### config.mk
export PLATFORM = sky130hd
export DESIGN_NAME = spi_select_and_control
export DESIGN_NICKNAME = d
export VERILOG_FILES = /design/src/logic/spi_sel_pkg.sv /design/src/logic/pin_sync.sv /design/src/logic/spi_select_and_control.sv
export VERILOG_INCLUDE_DIRS = /design/src /design/src/logic
export SDC_FILE = /design/constraint.sdc
export NUM_CORES = 1
export LEC_CHECK = 0
export BUFFER_PORTS_ARGS = -buffer_cell sky130_fd_sc_hd__buf_2
export CORE_ASPECT_RATIO = 0.9
export CORE_UTILIZATION = 39
export CTS_BUF_LIST = sky130_fd_sc_hd__clkbuf_4 sky130_fd_sc_hd__clkbuf_8
export DETAILED_ROUTE_END_ITERATION = 8
export HOLD_SLACK_MARGIN = 0.12
export PLACE_DENSITY = 0.62
export SLEW_MARGIN = 5
export SYNTH_ARGS = -nofsm -noshare
export SYNTH_HDL_FRONTEND = slang
export SYNTH_HIERARCHICAL = 1
export SYNTH_SLANG_ARGS = --single-unit
### constraint.sdc
create_clock -name core_clk -period 3.8 [get_ports core_clk]
set_input_delay 0.19 -clock core_clk [delete_from_list [all_inputs] [get_ports core_clk]]
set_output_delay 0.19 -clock core_clk [all_outputs]
set_load 0.03 [all_outputs]
### src/logic/spi_sel_defines.svh
// register offsets, field positions, reset values and core clock rate
`ifndef SPI_SEL_DEFINES_SVH
`define SPI_SEL_DEFINES_SVH
`define OFS_CONTROL      3'h0
`define OFS_STATUS       3'h1
`define OFS_DATA         3'h2
`define OFS_IRQ_STATUS   3'h3
`define OFS_IRQ_ENABLE   3'h4
`define OFS_IRQ_CLEAR    3'h5
`define OFS_PIN_DIR      3'h6
`define OFS_PIN_STATE    3'h7
`define BIT_IRQ_EN       7
`define BIT_MOD_EN       6
`define BIT_ORDER        5
`define BIT_MASTER       4
`define BIT_CPOL         3
`define BIT_CPHA         2
`define BIT_RATE_HI      1
`define BIT_RATE_LO      0
`define BIT_FLAG         7
`define BIT_WCOL         6
`define BIT_DSPEED       0
`define EV_DONE          0
`define EV_FAULT         1
`define EV_WCOL          2
`define DIR_MOSI         0
`define DIR_MISO         1
`define DIR_SCK          2
`define DIR_SS           3
`define CONTROL_RESET    8'h00
`define STATUS_RESET     8'h00
`define SYS_CLK_MHZ      25
`endif

### src/logic/spi_sel_pkg.sv
// types shared by the select and control block
package spi_sel_pkg;
  typedef enum logic [2:0] {
    ST_IDLE  = 3'b001,
    ST_SHIFT = 3'b010,
    ST_DONE  = 3'b100
  } mstate_t;
  typedef logic [7:0] byte_t;
endpackage : spi_sel_pkg

### src/logic/pin_sync.sv
// two flip-flop synchroniser for the link pins
`timescale 1ns/1ps
module pin_sync #(
  parameter int W = 4
) (
  input  wire logic         core_clk,
  input  wire logic         reset,
  input  wire logic [W-1:0] async_in,
  output logic      [W-1:0] sync_out
);
  logic [W-1:0] meta_q;
  logic [W-1:0] meta_d;
  logic [W-1:0] sync_d;
  // first stage read only by the second
  always_comb begin
    meta_d = async_in;
    sync_d = meta_q;
  end
  always_ff @(posedge core_clk) begin
    if (reset) begin
      meta_q   <= '0;
      sync_out <= '0;
    end else begin
      meta_q   <= meta_d;
      sync_out <= sync_d;
    end
  end
endmodule : pin_sync

### src/logic/spi_select_and_control.sv
// slave-select handling, master/slave roles and control register of the serial port
`timescale 1ns/1ps
`include "spi_sel_defines.svh"

module spi_select_and_control
  import spi_sel_pkg::*;
(
  input  wire logic       core_clk,
  input  wire logic       reset,
  input  wire logic [2:0] addr,
  input  wire logic [7:0] wdata,
  input  wire logic       wr,
  input  wire logic       rd,
  output logic      [7:0] rdata,
  input  wire logic       global_irq_en,
  output logic            irq,
  input  wire logic       sck_in,
  output logic            sck_out,
  output logic            sck_oe_n,
  input  wire logic       mosi_in,
  output logic            mosi_out,
  output logic            mosi_oe_n,
  input  wire logic       miso_in,
  output logic            miso_out,
  output logic            miso_oe_n,
  input  wire logic       ss_in,
  output logic            ss_out,
  output logic            ss_oe_n
);

  // ****************************************
  // helpers
  // ****************************************
  // half period of SCK in core clocks for the rate code
  function automatic logic [6:0] half_div(input logic [2:0] code);
    unique case (code)
      3'h0: half_div = 7'h02;
      3'h1: half_div = 7'h08;
      3'h2: half_div = 7'h20;
      3'h3: half_div = 7'h40;
      3'h4: half_div = 7'h01;
      3'h5: half_div = 7'h04;
      3'h6: half_div = 7'h10;
      default: half_div = 7'h20;
    endcase
  endfunction : half_div

  // bit that leaves first for the chosen order
  function automatic logic top_bit(input logic lsb, input byte_t b);
    top_bit = lsb ? b[0] : b[7];
  endfunction : top_bit

  // ****************************************
  // pin synchronisers
  // ****************************************
  logic [3:0] pins_s;
  pin_sync #(.W(4)) u_sync (
    .core_clk (core_clk),
    .reset    (reset),
    .async_in ({ss_in, miso_in, mosi_in, sck_in}),
    .sync_out (pins_s)
  );
  logic sck_s, mosi_s, miso_s, ss_s;
  assign sck_s  = pins_s[0];
  assign mosi_s = pins_s[1];
  assign miso_s = pins_s[2];
  assign ss_s   = pins_s[3];

  // ****************************************
  // state
  // ****************************************
  byte_t      ctrl_q, ctrl_d;
  logic       dspeed_q, dspeed_d;
  logic       flag_q, flag_d;
  logic       wcol_q, wcol_d;
  logic       stat_rd_q, stat_rd_d;
  byte_t      rxbuf_q, rxbuf_d;
  byte_t      shift_q, shift_d;
  logic [3:0] bits_q, bits_d;
  logic [3:0] dir_q, dir_d;
  logic       ss_lvl_q, ss_lvl_d;
  logic [2:0] ev_q, ev_d;
  logic [2:0] ev_en_q, ev_en_d;
  logic       sck_prev_q, sck_prev_d;
  logic       ss_prev_q, ss_prev_d;
  logic       msck_q, msck_d;
  logic [6:0] div_q, div_d;
  logic       edge2_q, edge2_d;
  logic       obit_q, obit_d;
  mstate_t    mst_q, mst_d;
  byte_t      rdata_d;
  logic       irq_d;
  logic       sck_out_d, sck_oe_n_d, mosi_out_d, mosi_oe_n_d;
  logic       miso_out_d, miso_oe_n_d, ss_out_d, ss_oe_n_d;

  logic en, master, lsb_first, cpol, cpha;
  assign en        = ctrl_q[`BIT_MOD_EN];
  assign master    = ctrl_q[`BIT_MASTER];
  assign lsb_first = ctrl_q[`BIT_ORDER];
  assign cpol      = ctrl_q[`BIT_CPOL];
  assign cpha      = ctrl_q[`BIT_CPHA];

  // ****************************************
  // next state
  // ****************************************
  // slave-side edges seen by sampling SCK; link must stay below core_clk/4
  always_comb begin
    logic fault, slave_act, lead, trail, smp, setup, done, ss_rise, data_acc;
    logic out_bit;
    fault = 1'b0; slave_act = 1'b0; lead = 1'b0; trail = 1'b0;
    smp = 1'b0; setup = 1'b0; done = 1'b0; ss_rise = 1'b0; data_acc = 1'b0;
    out_bit = 1'b0;
    ctrl_d = ctrl_q; dspeed_d = dspeed_q; flag_d = flag_q; wcol_d = wcol_q;
    stat_rd_d = stat_rd_q; rxbuf_d = rxbuf_q; shift_d = shift_q; bits_d = bits_q;
    dir_d = dir_q; ss_lvl_d = ss_lvl_q; ev_en_d = ev_en_q;
    sck_prev_d = sck_s; ss_prev_d = ss_s; msck_d = msck_q; div_d = div_q;
    edge2_d = edge2_q; mst_d = mst_q; rdata_d = 8'h00; obit_d = obit_q;
    ev_d = ev_q;
    // software writes first so hardware events below win over them
    if (wr) begin
      unique case (addr)
        `OFS_CONTROL: ctrl_d = wdata;
        `OFS_STATUS: dspeed_d = wdata[`BIT_DSPEED];
        `OFS_DATA: begin
          data_acc = 1'b1;
          if (mst_q != ST_IDLE || (!master && !ss_s && bits_q != 4'h0))
            wcol_d = 1'b1;
          else
            shift_d = wdata;
        end
        `OFS_IRQ_ENABLE: ev_en_d = wdata[2:0];
        `OFS_IRQ_CLEAR: ev_d = ev_q & ~wdata[2:0];
        `OFS_PIN_DIR: dir_d = wdata[3:0];
        `OFS_PIN_STATE: ss_lvl_d = wdata[0];
        default: ;
      endcase
    end
    if (rd) begin
      unique case (addr)
        `OFS_CONTROL: rdata_d = ctrl_q;
        `OFS_STATUS: begin
          rdata_d = {flag_q, wcol_q, 5'h00, dspeed_q};
          stat_rd_d = flag_q | wcol_q;
        end
        `OFS_DATA: begin
          rdata_d = rxbuf_q;
          data_acc = 1'b1;
        end
        `OFS_IRQ_STATUS: rdata_d = {5'h00, ev_q};
        `OFS_IRQ_ENABLE: rdata_d = {5'h00, ev_en_q};
        `OFS_PIN_DIR: rdata_d = {4'h0, dir_q};
        `OFS_PIN_STATE: rdata_d = {4'h0, ss_s, miso_s, mosi_s, sck_s};
        default: rdata_d = 8'h00;
      endcase
    end
    // status read then data access clears the flags
    if (data_acc && stat_rd_q) begin
      flag_d = 1'b0;
      wcol_d = 1'b0;
      stat_rd_d = 1'b0;
    end
    lead  = (sck_s != sck_prev_q) && (sck_s != cpol);
    trail = (sck_s != sck_prev_q) && (sck_s == cpol);
    ss_rise = ss_s && !ss_prev_q;
    if (!en) begin
      // disabled: no serial activity at all
      mst_d = ST_IDLE;
      bits_d = 4'h0;
      msck_d = cpol;
      obit_d = top_bit(lsb_first, shift_d);
    end else if (master) begin
      // select input low means another master
      if (!dir_q[`DIR_SS] && !ss_s) begin
        fault = 1'b1;
        ctrl_d[`BIT_MASTER] = 1'b0;
        flag_d = 1'b1;
        mst_d = ST_IDLE;
        bits_d = 4'h0;
        msck_d = cpol;
      end else begin
        unique case (mst_q)
          ST_IDLE: begin
            msck_d = cpol;
            div_d = 7'h00;
            edge2_d = 1'b0;
            bits_d = 4'h0;
            if (wr && addr == `OFS_DATA) mst_d = ST_SHIFT;
          end
          ST_SHIFT: begin
            if (div_q + 7'h01 >= half_div({dspeed_q, ctrl_q[1:0]})) begin
              div_d = 7'h00;
              msck_d = ~msck_q;
              edge2_d = ~edge2_q;
              if (!edge2_q) smp = !cpha; else smp = cpha;
              if (!edge2_q) setup = cpha && bits_q != 4'h0; else setup = !cpha;
              if (edge2_q && bits_q == 4'h7) mst_d = ST_DONE;
              if (edge2_q) bits_d = bits_q + 4'h1;
            end else begin
              div_d = div_q + 7'h01;
            end
          end
          ST_DONE: begin
            done = 1'b1;
            mst_d = ST_IDLE;
          end
          default: mst_d = ST_IDLE;
        endcase
        if (smp) begin
          if (lsb_first) shift_d = {miso_s, shift_q[7:1]};
          else shift_d = {shift_q[6:0], miso_s};
        end
        // MOSI moves on a setup edge or while idle, so the far side never sees it change while sampling
        if (setup) obit_d = top_bit(lsb_first, shift_q);
        if (mst_q == ST_IDLE) obit_d = top_bit(lsb_first, shift_d);
      end
    end else begin
      mst_d = ST_IDLE;
      slave_act = !ss_s;
      if (ss_rise || ss_s) bits_d = 4'h0;
      if (slave_act) begin
        smp = cpha ? trail : lead;
        setup = cpha ? lead : trail;
        if (smp) begin
          if (lsb_first) shift_d = {mosi_s, shift_q[7:1]};
          else shift_d = {shift_q[6:0], mosi_s};
          bits_d = bits_q + 4'h1;
          if (bits_q == 4'h7) begin
            done = 1'b1;
            bits_d = 4'h0;
          end
        end else if (setup && !(cpha && bits_q == 4'h0) && bits_q != 4'h0) begin
          // shift already advanced on sample; next bit presented by the shift that took in MOSI
        end
      end
    end
    if (done) begin
      rxbuf_d = shift_d;
      flag_d = 1'b1;
    end
    // hardware sets win over software clears
    ev_d = ev_d | {wcol_d & ~wcol_q, fault, done};
    irq_d = |(ev_q & ev_en_q) ||
            (flag_q && ctrl_q[`BIT_IRQ_EN] && global_irq_en);
    out_bit = top_bit(lsb_first, shift_q);
    // pin directions; open enables are active low
    sck_out_d = msck_q; mosi_out_d = obit_q; miso_out_d = out_bit; ss_out_d = ss_lvl_q;
    sck_oe_n_d = 1'b1; mosi_oe_n_d = 1'b1; miso_oe_n_d = 1'b1; ss_oe_n_d = 1'b1;
    if (en && master && !fault) begin
      sck_oe_n_d  = !dir_q[`DIR_SCK];
      mosi_oe_n_d = !dir_q[`DIR_MOSI];
      ss_oe_n_d   = !dir_q[`DIR_SS];
    end else if (en && !master && slave_act) begin
      miso_oe_n_d = !dir_q[`DIR_MISO];
    end
  end

  // ****************************************
  // registers
  // ****************************************
  always_ff @(posedge core_clk) begin
    if (reset) begin
      ctrl_q <= `CONTROL_RESET;
      dspeed_q <= 1'b0; flag_q <= 1'b0; wcol_q <= 1'b0; stat_rd_q <= 1'b0;
      rxbuf_q <= 8'h00; shift_q <= 8'h00; bits_q <= 4'h0; dir_q <= 4'h0;
      ss_lvl_q <= 1'b1; ev_q <= 3'h0; ev_en_q <= 3'h0; sck_prev_q <= 1'b0;
      ss_prev_q <= 1'b1; msck_q <= 1'b0; div_q <= 7'h00; edge2_q <= 1'b0;
      mst_q <= ST_IDLE; rdata <= 8'h00; irq <= 1'b0; obit_q <= 1'b0;
      sck_out <= 1'b0; sck_oe_n <= 1'b1; mosi_out <= 1'b0; mosi_oe_n <= 1'b1;
      miso_out <= 1'b0; miso_oe_n <= 1'b1; ss_out <= 1'b1; ss_oe_n <= 1'b1;
    end else begin
      ctrl_q <= ctrl_d;
      dspeed_q <= dspeed_d; flag_q <= flag_d; wcol_q <= wcol_d; stat_rd_q <= stat_rd_d;
      rxbuf_q <= rxbuf_d; shift_q <= shift_d; bits_q <= bits_d; dir_q <= dir_d;
      ss_lvl_q <= ss_lvl_d; ev_q <= ev_d; ev_en_q <= ev_en_d; sck_prev_q <= sck_prev_d;
      ss_prev_q <= ss_prev_d; msck_q <= msck_d; div_q <= div_d; edge2_q <= edge2_d;
      mst_q <= mst_d; rdata <= rdata_d; irq <= irq_d; obit_q <= obit_d;
      sck_out <= sck_out_d; sck_oe_n <= sck_oe_n_d; mosi_out <= mosi_out_d;
      mosi_oe_n <= mosi_oe_n_d; miso_out <= miso_out_d; miso_oe_n <= miso_oe_n_d;
      ss_out <= ss_out_d; ss_oe_n <= ss_oe_n_d;
    end
  end

endmodule : spi_select_and_control

==> run_results.csv, run 1 <==
group,metric,value,unit
status,status,"finished, final reports clean",
clocking,cts_hold_buf,10,
power_and_ir_drop,switchingPower,0.387,mW
place,io_buffer_count,36,
floorplan,die_h,98.8,um
sta,rsz0062_at_grt,"no",
setup_path,cp_cell_sequence,"ha_1 > nand3_1 > nor2_1 > xor2_1 > ha_1 > and2_1 > a221o_1 > a31o_2 > a31oi_2 > mux2_2 > o21ai_0",
route,drt-total-wl,10000,um
yosys,async_flop_share,0,%
power_and_ir_drop,seqPwrFrac,52.2,%
route,dr_total_vias,3453,
worst_hold_path,holdPathStages,3,
power_and_ir_drop,power_leakage,1.76,nW
power_and_ir_drop,ir_drop,0.000206,V
yosys,yosys.area.top_type_share,40.4,%
yosys,yosysWarnings,6,
layout,num_antenna_cells,0,
clocking,path_clk_slew,80,ps
route,via_per_inst,5.45,
route,first_pass_iters,5,
yosys,synth_nets,497,
global_routing,first_global_vias,3271,
setup_path,cp.arrival,3560,ps
sta,period_needed,3260,ps
worst_hold_path,hold_start,"wdata[1]",
route,drtAntennaViolNets,0,
route,route.detailed.drc,0,
global_routing,grt_overflow,0,
yosys,synth_most_common_cell,"dfxtp_1",
yosys,synth-seq-area-share,40.4,%
layout,fin_util,46.8,%
place,dpl.hpwl,7200,um
global_routing,grt_max_degree,39,
setup_path,start_kind,"flop",
setup_path,cpMaxStageDelayCell,"dfxtp_1",
sta,post-route-period-util,85.9,%
global_routing,antenna_found_initial,0,
clocking,post-cts-setup-buffers,0,
sta,max_slew_margin,20.9,%
global_routing,grtUsageTotal,19.6,%
floorplan,die_w,110,um
power_and_ir_drop,p_int,1.31,mW
floorplan,fp.dieArea,10800,um^2
yosys,synth_top_area_cell,"dfxtp_1",
power_and_ir_drop,power_frac_clock,40.8,%
layout,nets,534,
layout,areaGrowthSynthToFinish,14.2,%
floorplan,core_area,9910,um^2
job,max_cap_violations,0,
worst_hold_path,hold_class,"primary input to flop",
setup_path,r2r_end,"rxbuf_q[6]$_SDFFE_PP0P_",
global_routing,grt_first_pass_wirelength,16200,um
yosys,synth_seq_cells,82,
yosys,synthDistinctLibCells,61,
yosys,syn_area_per_cell,8.70,um^2
floorplan,start_util,41.0,%
yosys,ys.flop_type,"dfxtp_1",
sta,worst_pin_slew,1180,ps
setup_path,crit_fanout,6,
sta,final_max_slew_viol_count,0,
power_and_ir_drop,switching_share,22.9,%
clocking,ctsResizeCount,0,
setup_path,end_kind,"flop",
setup_path,required,4090,ps
floorplan,ioPinCount,37,
yosys,synth_commonest_cells,"dfxtp_1 (82), nor2_1 (54), nand2_1 (51)",
worst_hold_path,hold_path_end,"ctrl_q[1]$_SDFFE_PP0P_",
sta,hold_viol_final,0,
sta,skew,8.95,ps
setup_path,r2r_setup_slack,540,ps
sta,max_freq,306,MHz
yosys,syn_area,4060,um^2
route,wire_per_inst,15.8,um
power_and_ir_drop,power_density,365,nW/um^2
route,drtIter0Drc,208,
clocking,cts_root_buffer,"clkbuf_8",
layout,drive_above_1_share,15.8,%
place,gp_congestion,0.857,
power_and_ir_drop,comb_power_share,7.0,%
setup_path,cpMostUsedCell,"ha_1",
clocking,cts_tree,"yes",
yosys,synth-edff-count,0,
clocking,clock_path_buffers,2,
clocking,cts_buffers,9,
clocking,htreeDepth,3,
yosys,syn_inst,467,
sta,hold-worst-slack,147,ps
floorplan,rows,34,
setup_path,r2r_cells,11,
setup_path,slowest_delay,400,ps
clocking,clock_sinks,82,
sta,tns,0,ps
sta,finalSetupViolations,0,
setup_path,r2r_start,"div_q[0]$_SDFFE_PP0P_",
setup_path,crit_type,"flop to flop",
yosys,synth_area_leaders,"dfxtp_1 (40%), mux2i_1 (7.6%), nor2_1 (5.0%)",
clocking,clock_latency,360,ps
how the worst max path moves through the flow:
stage,to,slack [ps],start,cells past startpoint
after CTS,rxbuf_q[6]$_SDFFE_PP0P_,520,div_q[0]$_SDFFE_PP0P_,11
after global placement,rxbuf_q[6]$_SDFFE_PP0P_,660,div_q[0]$_SDFFE_PP0P_,11
after global routing,rxbuf_q[2]$_SDFFE_PP0P_,240,div_q[0]$_SDFFE_PP0P_,11
after floorplan,rxbuf_q[6]$_SDFFE_PP0P_,890,div_q[0]$_SDFFE_PP0P_,11
final,rxbuf_q[6]$_SDFFE_PP0P_,540,div_q[0]$_SDFFE_PP0P_,11
after detailed placement,rxbuf_q[6]$_SDFFE_PP0P_,550,div_q[0]$_SDFFE_PP0P_,11
cell families (layout without fill, tap and decap cells):
| kind of cell | Yosys count | after routing | synth area share (%) |
|---|---|---|---|
| adder cells (fa/ha/maj) | 10 | 10 | 3.08 |
| flip-flops | 82 | 82 | 40.4 |
| buffers and inverters | 31 | 71 | 3.20 |
| multiplexers | 44 | 44 | 11.8 |
| AND/OR/NAND/NOR | 202 | 202 | 25.6 |
| AO/OA/AOI/OAI | 85 | 85 | 13.2 |
| XOR/XNOR | 13 | 13 | 2.80 |
metal layers:
layer	vias up	part of all wire (%)	track usage (%)
met3	11	6.7	5.09
met4	0	1.3	7.59
met1	1641	47	27.2
met5	-	0	0
li1	1717	-	-
met2	84	45	29.0
cell usage in the layout (no fill, tap or decap), types with 3 or more instances in the layout:
cell	count
a31oi_1	8
nand3b_1	11
mux2i_1	31
or2_2	4
buf_4	3
nor2b_1	19
nor2_1	54
o21ai_0	21
nand2b_1	8
nor3b_1	3
nand3_1	13
buf_2	36
ha_1	10
a21oi_1	26
clkbuf_8	10
nor4b_1	3
xnor2_1	10
inv_1	8
a211oi_1	3
xor2_1	3
nor3_1	14
mux2_2	11
dlygate4sd3_1	10
nand4_1	4
nand2_1	51
o22ai_1	3
dfxtp_1	82
or3_1	4
power groups by stage:
| stage | clock network (mW) | registers (mW) | logic [mW] |
|---|---|---|---|
| 6_report | 0.691 | 0.885 | 0.118 |
| 5_1_grt | 0.750 | 0.887 | 0.129 |
| 4_1_cts | 0.711 | 0.884 | 0.117 |
| 3_5_place_dp | 0 | 0.905 | 0.109 |
| 3_3_place_gp | 0 | 0.905 | 0.108 |
| 2_1_floorplan | 0 | 0.899 | 0.0755 |
stage by stage:
| stage | power (mW) | worst slack, ps | std cells | cell area, um^2 |
|---|---|---|---|---|
| 6_report | 1.69 | 536 | 633 | 4640 |
| 5_1_grt | 1.76 | 245 | 633 | 4640 |
| 4_1_cts | 1.71 | 517 | 633 | 4640 |
| 3_5_place_dp | 1.01 | 554 | 609 | 4330 |
| 3_3_place_gp | 1.01 | 664 | 609 | 4330 |
| 2_1_floorplan | 0.975 | 892 | 467 | 4060 |
flip-flops by register name (all words and copies together), names as in the netlist, 3 cells and up:
| register | flops |
|---|---|
| ctrl_q | 8 |
| rdata | 8 |
| rxbuf_q | 8 |
| shift_q | 8 |
| div_q | 7 |
| bits_q | 4 |
| dir_q | 4 |
| u_sync/meta_q | 4 |
| u_sync/sync_out | 4 |
| ev_en_q | 3 |
| ev_q | 3 |
| mst_q | 3 |
critical path, delay by kind of cell, from the launching register on:
kind | cells | cell delay [ps]
XOR/XNOR | 1 | 220
multiplexers | 1 | 400
AO/OA/AOI/OAI | 4 | 1140
adder cells (fa/ha/maj) | 2 | 500
AND/OR/NAND/NOR | 3 | 520
flip-flops | 1 | 400
cell type report:
class / count / area [um^2]
repair buffers: 49 / 303
well taps: 126 / 158
flip-flops and latches: 82 / 1640
clock inverters: 3 / 65.1
fillers: 967 / 5270
multi-input cells: 354 / 2300
clock buffers: 11 / 145
inverters: 8 / 30.0
(Power assumes the default switching activity.)
==> inputs of run 2 (changes only) <==
ABC_AREA = 1   (was default)
==> run_results.csv, run 2 <==
group,metric,value,unit
setup_path,slowest_delay,400,ps
yosys,synth_top_area_cell,"dfxtp_1",
setup_path,r2r_cells,15,
sta,skew,8.62,ps
setup_path,cp_cell_sequence,"ha_1 > nand3_1 > nand3b_1 > xnor2_1 > ha_1 > nand2_1 > inv_1 > a21oi_1 > nand2_1 > nand3_2 > nand2_2 > nand2_1 > nand3_1 > nand2_1 > inv_1",
setup_path,r2r_end,"rxbuf_q[3]$_SDFFE_PP0P_",
yosys,synth-seq-area-share,39.6,%
yosys,syn_area_per_cell,6.98,um^2
yosys,synthDistinctLibCells,35,
route,drtAntennaViolNets,0,
yosys,synth_most_common_cell,"nand2_1",
power_and_ir_drop,power_frac_clock,39.9,%
setup_path,crit_type,"flop to flop",
route,via_per_inst,5.11,
global_routing,grt_overflow,0,
global_routing,first_global_vias,3491,
clocking,cts_root_buffer,"clkbuf_8",
yosys,synth_nets,624,
route,route.detailed.drc,0,
setup_path,crit_fanout,7,
layout,final_cell_mix,"nand2_1 (130), inv_1 (92), dfxtp_1 (82), a21oi_1 (54), nand3_1 (52)",
yosys,synth-edff-count,0,
power_and_ir_drop,switching_share,24.3,%
clocking,cts_buffers,9,
floorplan,core_area,10300,um^2
sta,tns,0,ps
sta,max_freq,383,MHz
floorplan,die_h,99.8,um
layout,fin_area,4690,um^2
setup_path,r2r_start,"div_q[0]$_SDFFE_PP0P_",
power_and_ir_drop,power.total,1.68,mW
worst_hold_path,hold_start,"wdata[4]",
yosys,syn_area,4150,um^2
floorplan,rows,35,
floorplan,die_w,111,um
yosys,synth_commonest_cells,"nand2_1 (130), inv_1 (92), dfxtp_1 (82)",
global_routing,grt_first_pass_wirelength,17300,um
setup_path,r2r_setup_slack,1190,ps
power_and_ir_drop,p_int,1.27,mW
sta,period_needed,2610,ps
clocking,path_clk_slew,80,ps
setup_path,required,4060,ps
sta,rsz0062_at_grt,"no",
worst_hold_path,hold_path_end,"ctrl_q[4]$_SDFF_PP0_",
yosys,yosys.area.top_type_share,39.6,%
route,dr_total_vias,3932,
route,drt-total-wl,10500,um
place,dpl.hpwl,7970,um
setup_path,path_buf_inv,2,
layout,areaGrowthSynthToFinish,13.0,%
sta,final_max_slew_viol_count,0,
place,placed_cell_area,4430,um^2
layout,final_common_cell,"nand2_1",
floorplan,fp.dieArea,11000,um^2
setup_path,cp.arrival,2870,ps
place,gp_congestion,0.881,
layout,drive_above_1_share,14.1,%
setup_path,cp_top_family,"simple AND/OR/NAND/NOR gates",
global_routing,grt_max_degree,35,
setup_path,cpMaxStageDelayCell,"dfxtp_1",
route,drtIter0Drc,249,
route,wire_per_inst,13.6,um
power_and_ir_drop,seqPwrFrac,52.7,%
clocking,htreeDepth,3,
place,io_buffer_count,36,
layout,num_antenna_cells,0,
yosys,async_flop_share,0,%
floorplan,start_util,40.3,%
status,status,"finished, final reports clean",
worst_hold_path,holdPathStages,3,
yosys,ys.flop_type,"dfxtp_1",
global_routing,antenna_found_initial,0,
route,first_pass_iters,5,
floorplan,ioPinCount,37,
sta,max_slew_margin,51.7,%
job,max_cap_violations,0,
setup_path,cpMostUsedCell,"nand2_1",
power_and_ir_drop,power_leakage,2.08,nW
global_routing,grtUsageTotal,19.9,%
layout,nets,665,
yosys,synth_seq_cells,82,
setup_path,start_kind,"flop",
clocking,clock_latency,360,ps
clocking,cts_tree,"yes",
power_and_ir_drop,comb_power_share,7.4,%
worst_hold_path,hold_class,"primary input to flop",
yosys,syn_inst,594,
sta,finalSetupViolations,0,
sta,worst_pin_slew,724,ps
yosys,synth_area_leaders,"dfxtp_1 (40%), nand2_1 (12%), inv_1 (8.3%)",
sta,hold_viol_final,0,
clocking,clock_path_buffers,2,
power_and_ir_drop,switchingPower,0.408,mW
power_and_ir_drop,power_density,359,nW/um^2
yosys,yosysWarnings,6,
setup_path,end_kind,"flop",
clocking,clock_sinks,82,
power_and_ir_drop,ir_drop,0.000253,V
sta,post-route-period-util,68.7,%
## run 2: cell count changes after synthesis, moves of 9 or more
cell      change
mux2i_1      -31
nor2b_1      -19
nor2_1        -9
a21oi_1      +28
nand2_1      +79
nand3_1      +39
clkbuf_1     -10
xnor2_1       -9
nand3b_1      -9
mux2_2       -11
o21ai_0      +11
inv_2        +11
inv_1        +84
## run 2: layout make-up
class                      count  area (um^2)
clock buffer                  14          174
clock inverter                 2         35.0
fill                        1047         5610
inverter                     105          394
multi-input combinational    395         2040
sequential                    82         1640
tap                          129          161
timing repair buffer          42          238
## run 2: how the worst max path moves through the flow
stage,end,cells after the start,start,slack [ps]
floorplan,rxbuf_q[1]$_SDFFE_PP0P_,15,div_q[0]$_SDFFE_PP0P_,1540
finish,rxbuf_q[3]$_SDFFE_PP0P_,15,div_q[0]$_SDFFE_PP0P_,1190
global route,rxbuf_q[2]$_SDFFE_PP0P_,15,div_q[0]$_SDFFE_PP0P_,940
CTS,rxbuf_q[3]$_SDFFE_PP0P_,15,div_q[0]$_SDFFE_PP0P_,1200
detailed placement,rxbuf_q[3]$_SDFFE_PP0P_,15,div_q[0]$_SDFFE_PP0P_,1220
global placement,rxbuf_q[5]$_SDFFE_PP0P_,15,div_q[0]$_SDFFE_PP0P_,1290
## run 2: metrics by stage
stage | instances | worst slack (ps) | hold WS (ps) | utilization (%)
global placement | 748 | 1290 | 376 | 43.0
CTS | 769 | 1200 | 136 | 45.5
global route | 769 | 943 | 143 | 45.5
detailed placement | 748 | 1220 | 382 | 43.0
finish | 769 | 1190 | 145 | 45.5
floorplan | 594 | 1540 | 297 | -
## run 2: power by group through the flow
stage	clock network, mW	registers (mW)	logic (mW)
after floorplan	0	0.904	0.0810
after detailed placement	0	0.906	0.120
after global placement	0	0.906	0.119
after CTS	0.690	0.886	0.124
final	0.671	0.886	0.124
after global routing	0.724	0.888	0.141
## run 2: worst register-to-register path: stages (launching register included)
cell	delay, ps
dfxtp_1	400
ha_1	210
nand3_1	110
nand3b_1	190
xnor2_1	220
ha_1	280
nand2_1	90
inv_1	40
a21oi_1	170
nand2_1	200
nand3_2	200
nand2_2	130
nand2_1	100
nand3_1	80
nand2_1	70
inv_1	40
## run 2: timing repair
item / 4_1_cts / 5_1_grt
hold buffers: 5 / 0
endpoints found under the hold margin: 5 / 0
buffers inserted: 0 / 0
resized for setup: 0 / 0
## run 2: routing by layer
metal	vias to the layer above	part of all wire (%)	routed length (um)	GRT usage, %
li1	2003	-	-	-
met1	1801	49	5150	26.7
met2	111	43	4490	30.8
met3	17	6.4	671	6.10
met4	0	1.6	171	5.95
met5	-	0	0	0
## run 2: logic make-up (layout without fill, tap and decap cells)
family                     after synthesis  after routing  share of synthesized area [%]
AOI/OAI and AO/OA                      115            115                           15.8
buffers and inverters                  117            163                           11.2
DFF                                     82             82                           39.6
and+or+nand+nor                        263            263                           28.9
xor gates and xnor gates                 7              7                           1.48
adders and majority gates               10             10                           3.02
==> inputs of run 3 (changes only) <==
clock period = 2.61 ns   (was 3.8 ns; I/O delays follow)
==> run_results.csv, run 3 (synthesis results as in run 2) <==
group,metric,value,unit
sta,worst_pin_slew,752,ps
global_routing,first_global_vias,3634,
floorplan,core_area,10300,um^2
layout,fillers,1063,
floorplan,die_h,99.8,um
power_and_ir_drop,power_density,521,nW/um^2
clocking,clock_path_buffers,2,
clocking,path_clk_slew,90,ps
global_routing,grt_overflow,0,
sta,period_needed,2470,ps
route,drtAntennaViolNets,0,
route,wire_per_inst,13.8,um
worst_hold_path,hold_class,"primary input to flop",
sta,finalSetupViolations,0,
route,first_pass_iters,5,
place,dpl.hpwl,7920,um
layout,final_common_cell,"nand2_1",
route,dr_total_vias,4001,
status,status,"finished, final reports clean",
sta,skew,10.1,ps
layout,drive_above_1_share,15.2,%
clocking,cts_buffers,9,
floorplan,ioPinCount,37,
setup_path,crit_type,"flop to flop",
power_and_ir_drop,power.total,2.53,mW
clocking,clock_sinks,82,
sta,rsz0062_at_grt,"yes",
place,io_buffer_count,36,
power_and_ir_drop,ir_drop,0.000440,V
layout,num_antenna_cells,0,
floorplan,start_util,40.3,%
sta,max_slew_margin,49.8,%
floorplan,rows,35,
job,max_cap_violations,0,
layout,nets,678,
setup_path,required,2890,ps
sta,final_max_slew_viol_count,0,
route,route.detailed.drc,0,
clocking,clock_latency,380,ps
clocking,htreeDepth,3,
global_routing,antenna_found_initial,0,
global_routing,grtUsageTotal,20.7,%
setup_path,cp.arrival,2750,ps
route,via_per_inst,5.12,
route,drtIter0Drc,226,
setup_path,end_kind,"flop",
clocking,cts_tree,"yes",
setup_path,crit_fanout,6,
layout,areaGrowthSynthToFinish,17.0,%
sta,hold_viol_final,0,
global_routing,grt_first_pass_wirelength,18100,um
setup_path,start_kind,"flop",
floorplan,fp.dieArea,11000,um^2
sta,post-route-period-util,94.7,%
layout,regArea,1640,um^2
layout,final_cell_mix,"nand2_1 (129), inv_1 (92), dfxtp_1 (81), a21oi_1 (53), nand3_1 (51)",
global_routing,grt_max_degree,44,
power_and_ir_drop,power_leakage,2.14,nW
clocking,cts_root_buffer,"clkbuf_8",
layout,fin_util,47.1,%
floorplan,die_w,111,um
route,drt-total-wl,10800,um
layout,multi_input_area,2070,um^2
sta,max_freq,405,MHz
place,gp_congestion,0.923,
-- run 3: final cells by class --
type | instances | area share [%]
inverters | 105 | 8.12
well taps | 129 | 3.33
multi-input cells | 395 | 42.7
flip-flops and latches | 82 | 33.9
clock buffers | 11 | 2.99
clock inverters | 5 | 1.60
repair buffers | 55 | 7.43
-- run 3: per-stage QoR --
| step | instances | setup slack, ps | hold slack [ps] | TNS [ps] | cell area (um^2) |
|---|---|---|---|---|---|
| 2_1_floorplan | 594 | 347 | 237 | 0 | 4150 |
| 3_3_place_gp | 749 | 170 | 329 | 0 | 4430 |
| 3_5_place_dp | 749 | 84.8 | 337 | 0 | 4430 |
| 4_1_cts | 780 | 59.5 | 136 | 0 | 4810 |
| 5_1_grt | 782 | -44.4 | 141 | -156 | 4850 |
| 6_report | 782 | 139 | 152 | 0 | 4850 |
-- run 3: report_power, final --
part           leakage, nW  internal, mW  switching (mW)  total (mW)
Combinational         1.36        0.0648           0.130       0.195
Sequential           0.665          1.27          0.0183        1.29
Clock                0.113         0.572           0.471        1.04
-- run 3: per-layer routing --
metal	routed length [um]	part of all wire [%]	GRT usage, %
met5	0	0	0
met2	4810	44	32.6
met1	5130	47	28.1
met4	167	1.5	6.87
met3	705	6.5	4.89
-- run 3: what timing repair did --
action | CTS | global route
endpoints found under the setup margin | 0 | 25
hold endpoints to repair | 16 | 0
buffers inserted | 0 | 2
gates resized for setup | 0 | 8
hold buffers | 15 | 0
-- run 3: final timing paths --
path                              start                      end  slack, ps  cells after the start
hold / removal                 wdata[2]  ev_en_q[2]$_SDFFE_PP0P_        150                      3
hold reg to reg   dir_q[0]$_SDFFE_PP0P_     mosi_oe_n$_SDFF_PP1_        390                      1
setup reg to reg  div_q[0]$_SDFFE_PP0P_  rxbuf_q[2]$_SDFFE_PP0P_        140                     15
setup / recovery  div_q[0]$_SDFFE_PP0P_  rxbuf_q[2]$_SDFFE_PP0P_        140                     15
-- run 3: worst max-delay path: stages (launching register included) --
cell and delay [ps]:
dfxtp_1 350, ha_2 190, nand3_1 120, nand3b_1 220, xnor2_2 170, ha_1 290
nand2_1 70, nor2_1 100, nand2_1 100, nand2_2 170, nand3_4 130, buf_4 170
nand3_1 110, nand3_1 80, nand2_1 60, inv_1 30
